$ cat src/rtl/clk_sel_defines.svh
// Offsets, field positions, reset values and timing counts
`ifndef CLK_SEL_DEFINES_SVH
`define CLK_SEL_DEFINES_SVH
`define OSC_CTL_ADDR      4'h0
`define CLK_DIV_ADDR      4'h1
`define FAIL_STAT_ADDR    4'h2
`define OPT_MODE_ADDR     4'h3
`define UNLOCK_KEY1       8'he7
`define UNLOCK_KEY2       8'h18
`define OSC_CTL_RESET     8'ha0
`define FLP_DIV_RESET     8'h08
`define DIV_RESET         8'h00
`define BIT_INT_EN        7
`define BIT_XTL_EN        6
`define BIT_WDT_EN        5
`define BIT_POF_EN        4
`define BIT_WDF_EN        3
`define BIT_FLP_EN        2
`define SEL_INT           2'h0
`define SEL_XTL           2'h1
`define SEL_WDT           2'h2
`define WDT_FAIL_CYCLES   14'h1f40
`define PRI_FAIL_HZ       1000
`define CORE_HZ           10000000
`define PRI_FAIL_CYCLES   (`CORE_HZ / `PRI_FAIL_HZ)
`define FLASH_SLOW_HZ     10000000
`endif

$ cat src/rtl/clk_sel_pkg.sv
// Types for the system clock select block
package clk_sel_pkg;
  typedef enum logic [1:0] {
    lock_idle,
    lock_key1,
    lock_open
  } lock_state_t;
  typedef enum logic [1:0] {
    osc_rc,
    osc_xtal_min,
    osc_xtal_med,
    osc_xtal_max
  } osc_mode_t;
endpackage

$ cat src/rtl/system_clock_select_control.sv
// System clock source select, divider, unlock and failure detection
//
// Local design decisions: the register offsets and strobed register access.
`include "clk_sel_defines.svh"
module system_clock_select_control (
  input  wire logic       core_clk,
  input  wire logic       rst,
  input  wire logic [3:0] reg_addr,
  input  wire logic [7:0] reg_wdata,
  input  wire logic       reg_wr,
  input  wire logic       reg_rd,
  output logic      [7:0] reg_rdata,
  input  wire logic [1:0] osc_mode_option,
  input  wire logic       flash_low_power_option,
  input  wire logic       int_osc_clk,
  input  wire logic       xtal_osc_clk,
  input  wire logic       wdt_osc_clk,
  output logic            sys_clk_en,
  output logic      [1:0] sys_clk_source,
  output logic            flash_power_down,
  output logic            sys_exception,
  output logic            int_osc_enable,
  output logic            xtal_osc_enable,
  output logic            wdt_osc_enable
);
  // Oscillator inputs are sampled levels from other domains
  logic [2:0] osc_s1_q, osc_s2_q, osc_s3_q;
  logic [1:0] opt_mode_s1_q, opt_mode_s2_q;
  logic       flash_low_power_option_s1_q, flash_low_power_option_s2_q;
  logic [2:0] edge_rise;

  always_ff @(posedge core_clk or posedge rst) begin
    if (rst) begin
      osc_s1_q      <= 3'h0;
      osc_s2_q      <= 3'h0;
      osc_s3_q      <= 3'h0;
      opt_mode_s1_q <= 2'h0;
      opt_mode_s2_q <= 2'h0;
    end else begin
      osc_s1_q      <= {wdt_osc_clk, xtal_osc_clk, int_osc_clk};
      osc_s2_q      <= osc_s1_q;
      osc_s3_q      <= osc_s2_q;
      opt_mode_s1_q <= osc_mode_option;
      opt_mode_s2_q <= opt_mode_s1_q;
    end
  end

  // Option bit keeps sampling during reset
  // So the strap sees the pin, not a reset value
  always_ff @(posedge core_clk) begin
    flash_low_power_option_s1_q <= flash_low_power_option;
    flash_low_power_option_s2_q <= flash_low_power_option_s1_q;
  end

  genvar gi;
  generate
    for (gi = 0; gi < 3; gi++) begin : g_edge
      assign edge_rise[gi] = osc_s2_q[gi] & ~osc_s3_q[gi];
    end
  endgenerate

  // Register state
  logic [7:0]                 osc_ctl_q, osc_ctl_d;
  logic [7:0]                 div_q, div_d;
  clk_sel_pkg::lock_state_t   lock_q, lock_d;
  logic                       strap_q, strap_d;
  logic                       pri_fail_q, pri_fail_d;
  logic                       wdt_fail_q, wdt_fail_d;
  logic                       exc_q, exc_d;
  logic [7:0]                 rdata_q, rdata_d;
  logic [13:0]                wdt_cnt_q, wdt_cnt_d;
  logic [13:0]                pri_cnt_q, pri_cnt_d;
  logic                       rc_half_q, rc_half_d;
  logic [7:0]                 dcnt_q, dcnt_d;
  logic                       clk_en_q, clk_en_d;
  logic                       fpd_q, fpd_d;
  logic [1:0]                 src_q, src_d;
  logic [1:0]                 sel_eff;
  logic                       src_tick;
  logic                       ctl_wr;

  assign ctl_wr = reg_wr && (reg_addr == `OSC_CTL_ADDR);

  always_comb begin
    osc_ctl_d  = osc_ctl_q;
    div_d      = div_q;
    lock_d     = lock_q;
    strap_d    = 1'b1;
    pri_fail_d = pri_fail_q;
    wdt_fail_d = wdt_fail_q;
    exc_d      = 1'b0;
    rdata_d    = 8'h00;
    wdt_cnt_d  = wdt_cnt_q;
    pri_cnt_d  = pri_cnt_q;
    // Low power option caught once after reset release
    if (!strap_q) begin
      if (!flash_low_power_option_s2_q) begin
        osc_ctl_d[`BIT_FLP_EN] = 1'b1;
        div_d                  = `FLP_DIV_RESET;
      end
    end
    if (ctl_wr) begin
      case (lock_q)
        clk_sel_pkg::lock_idle:
          lock_d = (reg_wdata == `UNLOCK_KEY1) ? clk_sel_pkg::lock_key1
                                               : clk_sel_pkg::lock_idle;
        clk_sel_pkg::lock_key1: begin
          if (reg_wdata == `UNLOCK_KEY2) begin
            lock_d = clk_sel_pkg::lock_open;
          end else if (reg_wdata == `UNLOCK_KEY1) begin
            lock_d = clk_sel_pkg::lock_key1;
          end else begin
            lock_d = clk_sel_pkg::lock_idle;
          end
        end
        clk_sel_pkg::lock_open: begin
          osc_ctl_d = reg_wdata;
          lock_d    = clk_sel_pkg::lock_idle;
        end
        default: lock_d = clk_sel_pkg::lock_idle;
      endcase
    end
    if (reg_wr && reg_addr == `CLK_DIV_ADDR) begin
      div_d = reg_wdata;
    end
    if (edge_rise[2] || !osc_ctl_q[`BIT_WDT_EN]) begin
      wdt_cnt_d = 14'h0;
    end else if (wdt_cnt_q != `WDT_FAIL_CYCLES) begin
      wdt_cnt_d = wdt_cnt_q + 14'h1;
    end
    if (wdt_cnt_q == `WDT_FAIL_CYCLES - 14'h1 && !wdt_fail_q) begin
      wdt_fail_d = 1'b1;
      if (osc_ctl_q[`BIT_WDF_EN]) begin
        exc_d = 1'b1;
        osc_ctl_d[`BIT_WDF_EN] = 1'b0;
      end
    end
    if (src_tick || wdt_fail_q) begin
      pri_cnt_d = 14'h0;
    end else if (pri_cnt_q != 14'(`PRI_FAIL_CYCLES)) begin
      pri_cnt_d = pri_cnt_q + 14'h1;
    end
    // switch to watchdog clock
    // Saturated count still trips once detection is enabled
    if (pri_cnt_q >= 14'(`PRI_FAIL_CYCLES - 1) && osc_ctl_q[`BIT_POF_EN]
        && osc_ctl_q[1:0] != `SEL_WDT) begin
      pri_fail_d = 1'b1;
      exc_d      = 1'b1;
      osc_ctl_d[`BIT_POF_EN] = 1'b0;
      osc_ctl_d[`BIT_WDT_EN] = 1'b1;
    end
    if (reg_wr && reg_addr == `FAIL_STAT_ADDR && reg_wdata[0]) begin
      pri_fail_d = pri_fail_d & pri_fail_q & ~exc_d ? 1'b0 : pri_fail_d;
    end
    if (reg_rd) begin
      case (reg_addr)
        `OSC_CTL_ADDR:   rdata_d = osc_ctl_q;
        `CLK_DIV_ADDR:   rdata_d = div_q;
        `FAIL_STAT_ADDR: rdata_d = {5'h0, lock_q == clk_sel_pkg::lock_open,
                                    wdt_fail_q, pri_fail_q};
        `OPT_MODE_ADDR:  rdata_d = {6'h0, opt_mode_s2_q};
        default:         rdata_d = 8'h00;
      endcase
    end
    src_d = pri_fail_d ? `SEL_WDT : osc_ctl_d[1:0];
  end

  // source select, forced to watchdog after a primary failure
  assign sel_eff = pri_fail_q ? `SEL_WDT : osc_ctl_q[1:0];
  always_comb begin
    case (sel_eff)
      `SEL_XTL: src_tick = edge_rise[1];
      `SEL_WDT: src_tick = edge_rise[2];
      default:  src_tick = edge_rise[0];
    endcase
  end

  // Clock enable path: RC halving, then programmable divide
  always_comb begin
    rc_half_d = rc_half_q;
    dcnt_d    = dcnt_q;
    clk_en_d  = 1'b0;
    if (src_tick) begin
      // Crystal source halved in RC option mode, otherwise undivided
      if (sel_eff == `SEL_XTL && opt_mode_s2_q == 2'(clk_sel_pkg::osc_rc))
      begin
        rc_half_d = ~rc_half_q;
      end else begin
        rc_half_d = 1'b1;
      end
      if (rc_half_d) begin
        if (dcnt_q + 8'h1 >= div_q) begin
          dcnt_d   = 8'h0;
          clk_en_d = 1'b1;
        end else begin
          dcnt_d = dcnt_q + 8'h1;
        end
      end
    end
    // flash idles between enables in low power mode
    fpd_d = osc_ctl_q[`BIT_FLP_EN] && !clk_en_d;
  end

  always_ff @(posedge core_clk or posedge rst) begin
    if (rst) begin
      osc_ctl_q  <= `OSC_CTL_RESET;
      div_q      <= `DIV_RESET;
      lock_q     <= clk_sel_pkg::lock_idle;
      strap_q    <= 1'b0;
      pri_fail_q <= 1'b0;
      wdt_fail_q <= 1'b0;
      exc_q      <= 1'b0;
      rdata_q    <= 8'h00;
      wdt_cnt_q  <= 14'h0;
      pri_cnt_q  <= 14'h0;
      rc_half_q  <= 1'b0;
      dcnt_q     <= 8'h00;
      clk_en_q   <= 1'b0;
      fpd_q      <= 1'b0;
      src_q      <= `SEL_INT;
    end else begin
      osc_ctl_q  <= osc_ctl_d;
      div_q      <= div_d;
      lock_q     <= lock_d;
      strap_q    <= strap_d;
      pri_fail_q <= pri_fail_d;
      wdt_fail_q <= wdt_fail_d;
      exc_q      <= exc_d;
      rdata_q    <= rdata_d;
      wdt_cnt_q  <= wdt_cnt_d;
      pri_cnt_q  <= pri_cnt_d;
      rc_half_q  <= rc_half_d;
      dcnt_q     <= dcnt_d;
      clk_en_q   <= clk_en_d;
      fpd_q      <= fpd_d;
      src_q      <= src_d;
    end
  end

  assign reg_rdata        = rdata_q;
  assign sys_clk_en       = clk_en_q;
  assign flash_power_down = fpd_q;
  assign sys_exception    = exc_q;
  assign int_osc_enable   = osc_ctl_q[`BIT_INT_EN];
  assign xtal_osc_enable  = osc_ctl_q[`BIT_XTL_EN];
  assign wdt_osc_enable   = osc_ctl_q[`BIT_WDT_EN];
  assign sys_clk_source   = src_q;

  // Assertions
  a_write_needs_unlock: assert property (
    @(posedge core_clk) disable iff (rst)
    ctl_wr && lock_q != clk_sel_pkg::lock_open && !exc_d && strap_q
    |=> $stable(osc_ctl_q)) else $error("locked write changed control");
  a_unlock_relocks: assert property (
    @(posedge core_clk) disable iff (rst)
    ctl_wr && lock_q == clk_sel_pkg::lock_open
    |=> lock_q == clk_sel_pkg::lock_idle && osc_ctl_q == $past(reg_wdata))
    else $error("open write not applied");
  a_key_order: assert property (
    @(posedge core_clk) disable iff (rst)
    ctl_wr && lock_q == clk_sel_pkg::lock_key1 && reg_wdata == `UNLOCK_KEY2
    |=> lock_q == clk_sel_pkg::lock_open) else $error("unlock missed");
  a_other_access: assert property (
    @(posedge core_clk) disable iff (rst)
    !ctl_wr |=> lock_q == $past(lock_q)) else $error("lock disturbed");
  a_reset_source: assert property (
    @(posedge core_clk) disable iff (rst)
    !strap_q |-> sys_clk_source == `SEL_INT)
    else $error("reset source wrong");
  a_strap_defaults: assert property (
    @(posedge core_clk) disable iff (rst)
    !strap_q && !flash_low_power_option_s2_q
    |=> div_q == `FLP_DIV_RESET && osc_ctl_q[`BIT_FLP_EN])
    else $error("low power defaults missing");
  a_pri_fail_switch: assert property (
    @(posedge core_clk) disable iff (rst)
    $rose(pri_fail_q) |-> sys_clk_source == `SEL_WDT && exc_q
    && !osc_ctl_q[`BIT_POF_EN]) else $error("no failover");
  a_wdt_fail_count: assert property (
    @(posedge core_clk) disable iff (rst)
    $rose(wdt_fail_q) |-> $past(wdt_cnt_q) == `WDT_FAIL_CYCLES - 14'h1)
    else $error("watchdog fail count");
  a_flash_idle: assert property (
    @(posedge core_clk) disable iff (rst)
    flash_power_down |-> !sys_clk_en && $past(osc_ctl_q[`BIT_FLP_EN]))
    else $error("flash down while clocking");
endmodule // system_clock_select_control

$ cat config.mk
export PLATFORM = sky130hd
export DESIGN_NAME = system_clock_select_control
export DESIGN_NICKNAME = d
export VERILOG_FILES = /design/src/rtl/clk_sel_pkg.sv /design/src/rtl/system_clock_select_control.sv
export VERILOG_INCLUDE_DIRS = /design/src /design/src/rtl
export SDC_FILE = /design/constraint.sdc
export NUM_CORES = 1
export LEC_CHECK = 0
export BUFFER_PORTS_ARGS = -buffer_cell sky130_fd_sc_hd__buf_2
export CAP_MARGIN = 20
export CORE_AREA = 2 2 93 86
export DETAILED_ROUTE_END_ITERATION = 12
export DIE_AREA = 0 0 95 88
export PLACE_DENSITY = 0.74
export SLEW_MARGIN = 15
export SYNTH_ARGS = -nofsm -noshare
export SYNTH_HDL_FRONTEND = slang
export SYNTH_SLANG_ARGS = --single-unit
$ cat constraint.sdc
create_clock -name core_clk -period 3.05 [get_ports core_clk]
set_clock_uncertainty 0.2 [all_clocks]
set_input_delay 0.4575 -clock core_clk [delete_from_list [all_inputs] [get_ports core_clk]]
set_output_delay 0.4575 -clock core_clk [all_outputs]
set_load 0.01 [all_outputs]
==> flow_summary.yaml <==
status:
  outcome: "finished, final reports clean"
drt:
  wl_per_cell_um: 14.5
  ant_nets: 0
  drcViolationCount: 0
  drt-total-wl_um: 7720
  dr.pass1.iters: 4
  viasPerCell: 5.42
  vias: 2882
  drt-initial-drc-count: 162
layout:
  fin_area_sq_um: 4600
  areaGrowthSynthToFinish_pct: 14.9
  n_antenna_cell: 0
  fillers: 607
  final_layout_size_suffix_gt1_frac: 0.181
  nNetsFinal: 468
clocking:
  cts_tree: "yes"
  cts_made_buffers: 9
  post_cts_buffers: 0
  cts-htree-levels: 3
  clkTransAtPathRegs_ns: 0.08
  cts.sinks: 86
  clockRootBuffer: "clkbuf_8"
  clock_latency_ns: 0.35
  clk_path_buf_depth: 2
critical_path:
  critPathRequiredTime_ns: 3.08
  endpoint_kind: "flop"
  regToRegSetupSlack_ns: 0.35
  crit_family: "compound AO/OA/AOI/OAI gates"
  critPathKind: "flop to flop"
  max_stage_delay_ns: 0.54
  cp_slowest_cell: "o31ai_2"
  worstPathArrival_ns: 2.74
  path_buf_inv: 0
  crit_path_frequent_cell: "ha_1"
  cp-start-kind: "flop"
  crit_chain: "ha_1, nand3_1, xnor2_1, ha_1, o21a_1, a21oi_1, o31ai_2, nor2_1, mux2_2"
  path_max_fanout: 9
floorplan:
  die_x_um: 95
  start_util: 0.541
  ios: 38
  die_h_um: 88
  die_area_sq_um: 8360
  coreArea_sq_um: 7390
  fp-row-count: 30
yosys:
  async_flop_share: 0.977
  ys.warnings.count: 0
  synthFlopType: "dfrtp_1"
  syn-cell-area_sq_um: 4000
  synth_edf_count: 0
  synth_seq_cells: 86
  yosysUniqueCellTypes: 54
  synthTopCellsByArea: "dfrtp_1, ha_1, nor2_1"
  syn-num-nets: 416
  synthCells: 379
  yosysTopAreaCellShare: 0.513
  syn_avg_cell_area_sq_um: 10.6
  synthTopCellsByCount: "dfrtp_1, nor2_1, nand2_1, inv_1, nand3_1"
  yosysTopAreaCell: "dfrtp_1"
  synth-seq-area-share: 0.536
  synth_most_common_cell: "dfrtp_1"
min_path:
  hold_path.class: "input port to flop"
placement:
  placed_cell_area_sq_um: 4330
  hpwl_um: 5540
  io_buffers: 37
  post-place-ws_ns: 0.0823
  place.gp.congestion: 0.821
sta:
  post-route-period-util: 0.885
  fin_tns_setup_ns: 0
  hold_viol_final: 0
  grt_setup_unrepaired: "no"
  postLayoutSetupSlackWorst_ns: 0.349
  fin_crit_ns: 2.70
  worst_hold_slack_ns: 0.0348
  setup_violations: 0
  worst_pin_slew_ns: 0.577
  fmax_mhz: 370
  maxSlewHeadroom: 0.613
  drv_slew: 0
global_routing:
  grt_antenna_before_repair: 0
  grt_overflow: 0
  grt_pass1_vias: 2644
  grt_pass1_wl_um: 12600
  grt.total_usage: 0.198
  grt_max_degree: 59
pwr:
  p_leak_nw: 2.17
  p_per_area_nw_per_um2: 572
  irDropWorstVdd_mv: 0.261
job:
  maxCapViolations: 0
cells in the final DEF, fill, tap and decap left out, types with 3 or more instances in the layout:
cell and count:
dfrtp_1 82, nor2_1 44, nand2_1 39, buf_2 37
inv_1 21, nand3_1 17, xor2_1 15, ha_1 15
xnor2_1 13, mux2i_1 12, o21ai_0 11, clkbuf_8 10
o31ai_1 9, and3_1 8, a21oi_1 8, mux2_2 7
nand2b_1 6, nor2b_1 6, dlygate4sd3_1 6, nand4_1 5
or3_1 4, nor4bb_1 4, or4_4 3, nor4_1 3
a211oi_1 3, buf_4 3
through the flow:
stage | total power, mW | instances | util
after floorplan | 1.68 | 379 | -
after global placement | 1.80 | 510 | 0.585
after detailed placement | 1.83 | 510 | 0.585
after CTS | 2.65 | 528 | 0.616
after global routing | 2.79 | 532 | 0.622
final | 2.63 | 532 | 0.622
per-layer routing:
metal | global-route usage | wire [um] | vias up
met5 | 0 | 0 | -
met4 | 0.0395 | 45 | 0
met3 | 0.0577 | 409 | 4
met2 | 0.292 | 3370 | 87
met1 | 0.293 | 3890 | 1377
li1 | - | - | 1414
where the power goes:
group | internal, mW | total, mW | switching [mW]
Clock | 0.407 | 0.815 | 0.408
Combinational | 0.221 | 0.471 | 0.250
Sequential | 1.24 | 1.35 | 0.108
sequential cells by signal, summed over array words and instances, names as in the netlist:
| signal | flops |
|---|---|
| dcnt_q | 8 |
| div_q | 8 |
| flash_low_power_option_s1_q | 1 |
| flash_low_power_option_s2_q | 1 |
| flash_power_down | 1 |
| lock_q | 2 |
| opt_mode_s1_q | 2 |
| opt_mode_s2_q | 2 |
| osc_ctl_q | 8 |
| osc_s1_q | 3 |
| osc_s2_q | 3 |
| osc_s3_q | 3 |
| pri_cnt_q | 14 |
| pri_fail_q | 1 |
| rc_half_q | 1 |
| reg_rdata | 8 |
| strap_q | 1 |
| sys_clk_en | 1 |
| sys_clk_source | 2 |
| sys_exception | 1 |
| wdt_cnt_q | 14 |
| wdt_fail_q | 1 |
cell type report:
class	count	area, sq um	area share
sequential	86	2140	0.466
inverter	22	83.8	0.0182
multi-input combinational	265	1760	0.382
clock inverter	6	68.8	0.0150
tap	96	120	0.0261
clock buffer	10	138	0.0299
timing repair buffer	47	288	0.0626
final timing paths:
| check | start | end | cells past startpoint |
|---|---|---|---|
| max in group asynchronous | rst | osc_ctl_q[7] | 4 |
| max reg2reg | dcnt_q[0] | dcnt_q[0] | 9 |
| max | dcnt_q[0] | dcnt_q[0] | 9 |
| min reg2reg | flash_low_power_option_s1_q | flash_low_power_option_s2_q | 0 |
| min | flash_low_power_option | flash_low_power_option_s1_q | 1 |
| min in group asynchronous | rst | sys_clk_source[0] | 3 |
cell families after synthesis:
family,count (synthesis),share of synthesized area
compound gates,44,0.0741
xor+xnor,28,0.0613
fa+ha+maj,15,0.0469
buf+inv,28,0.0263
flops,86,0.536
mux,19,0.0497
other cells,1,0.000937
simple gates,158,0.205
timing repair:
item,4_1_cts,5_1_grt
resized for setup,0,1
endpoints found under the hold margin,26,4
endpoints found under the setup margin,0,8
hold buffers,2,4
Power figures use the tool's default switching activity.
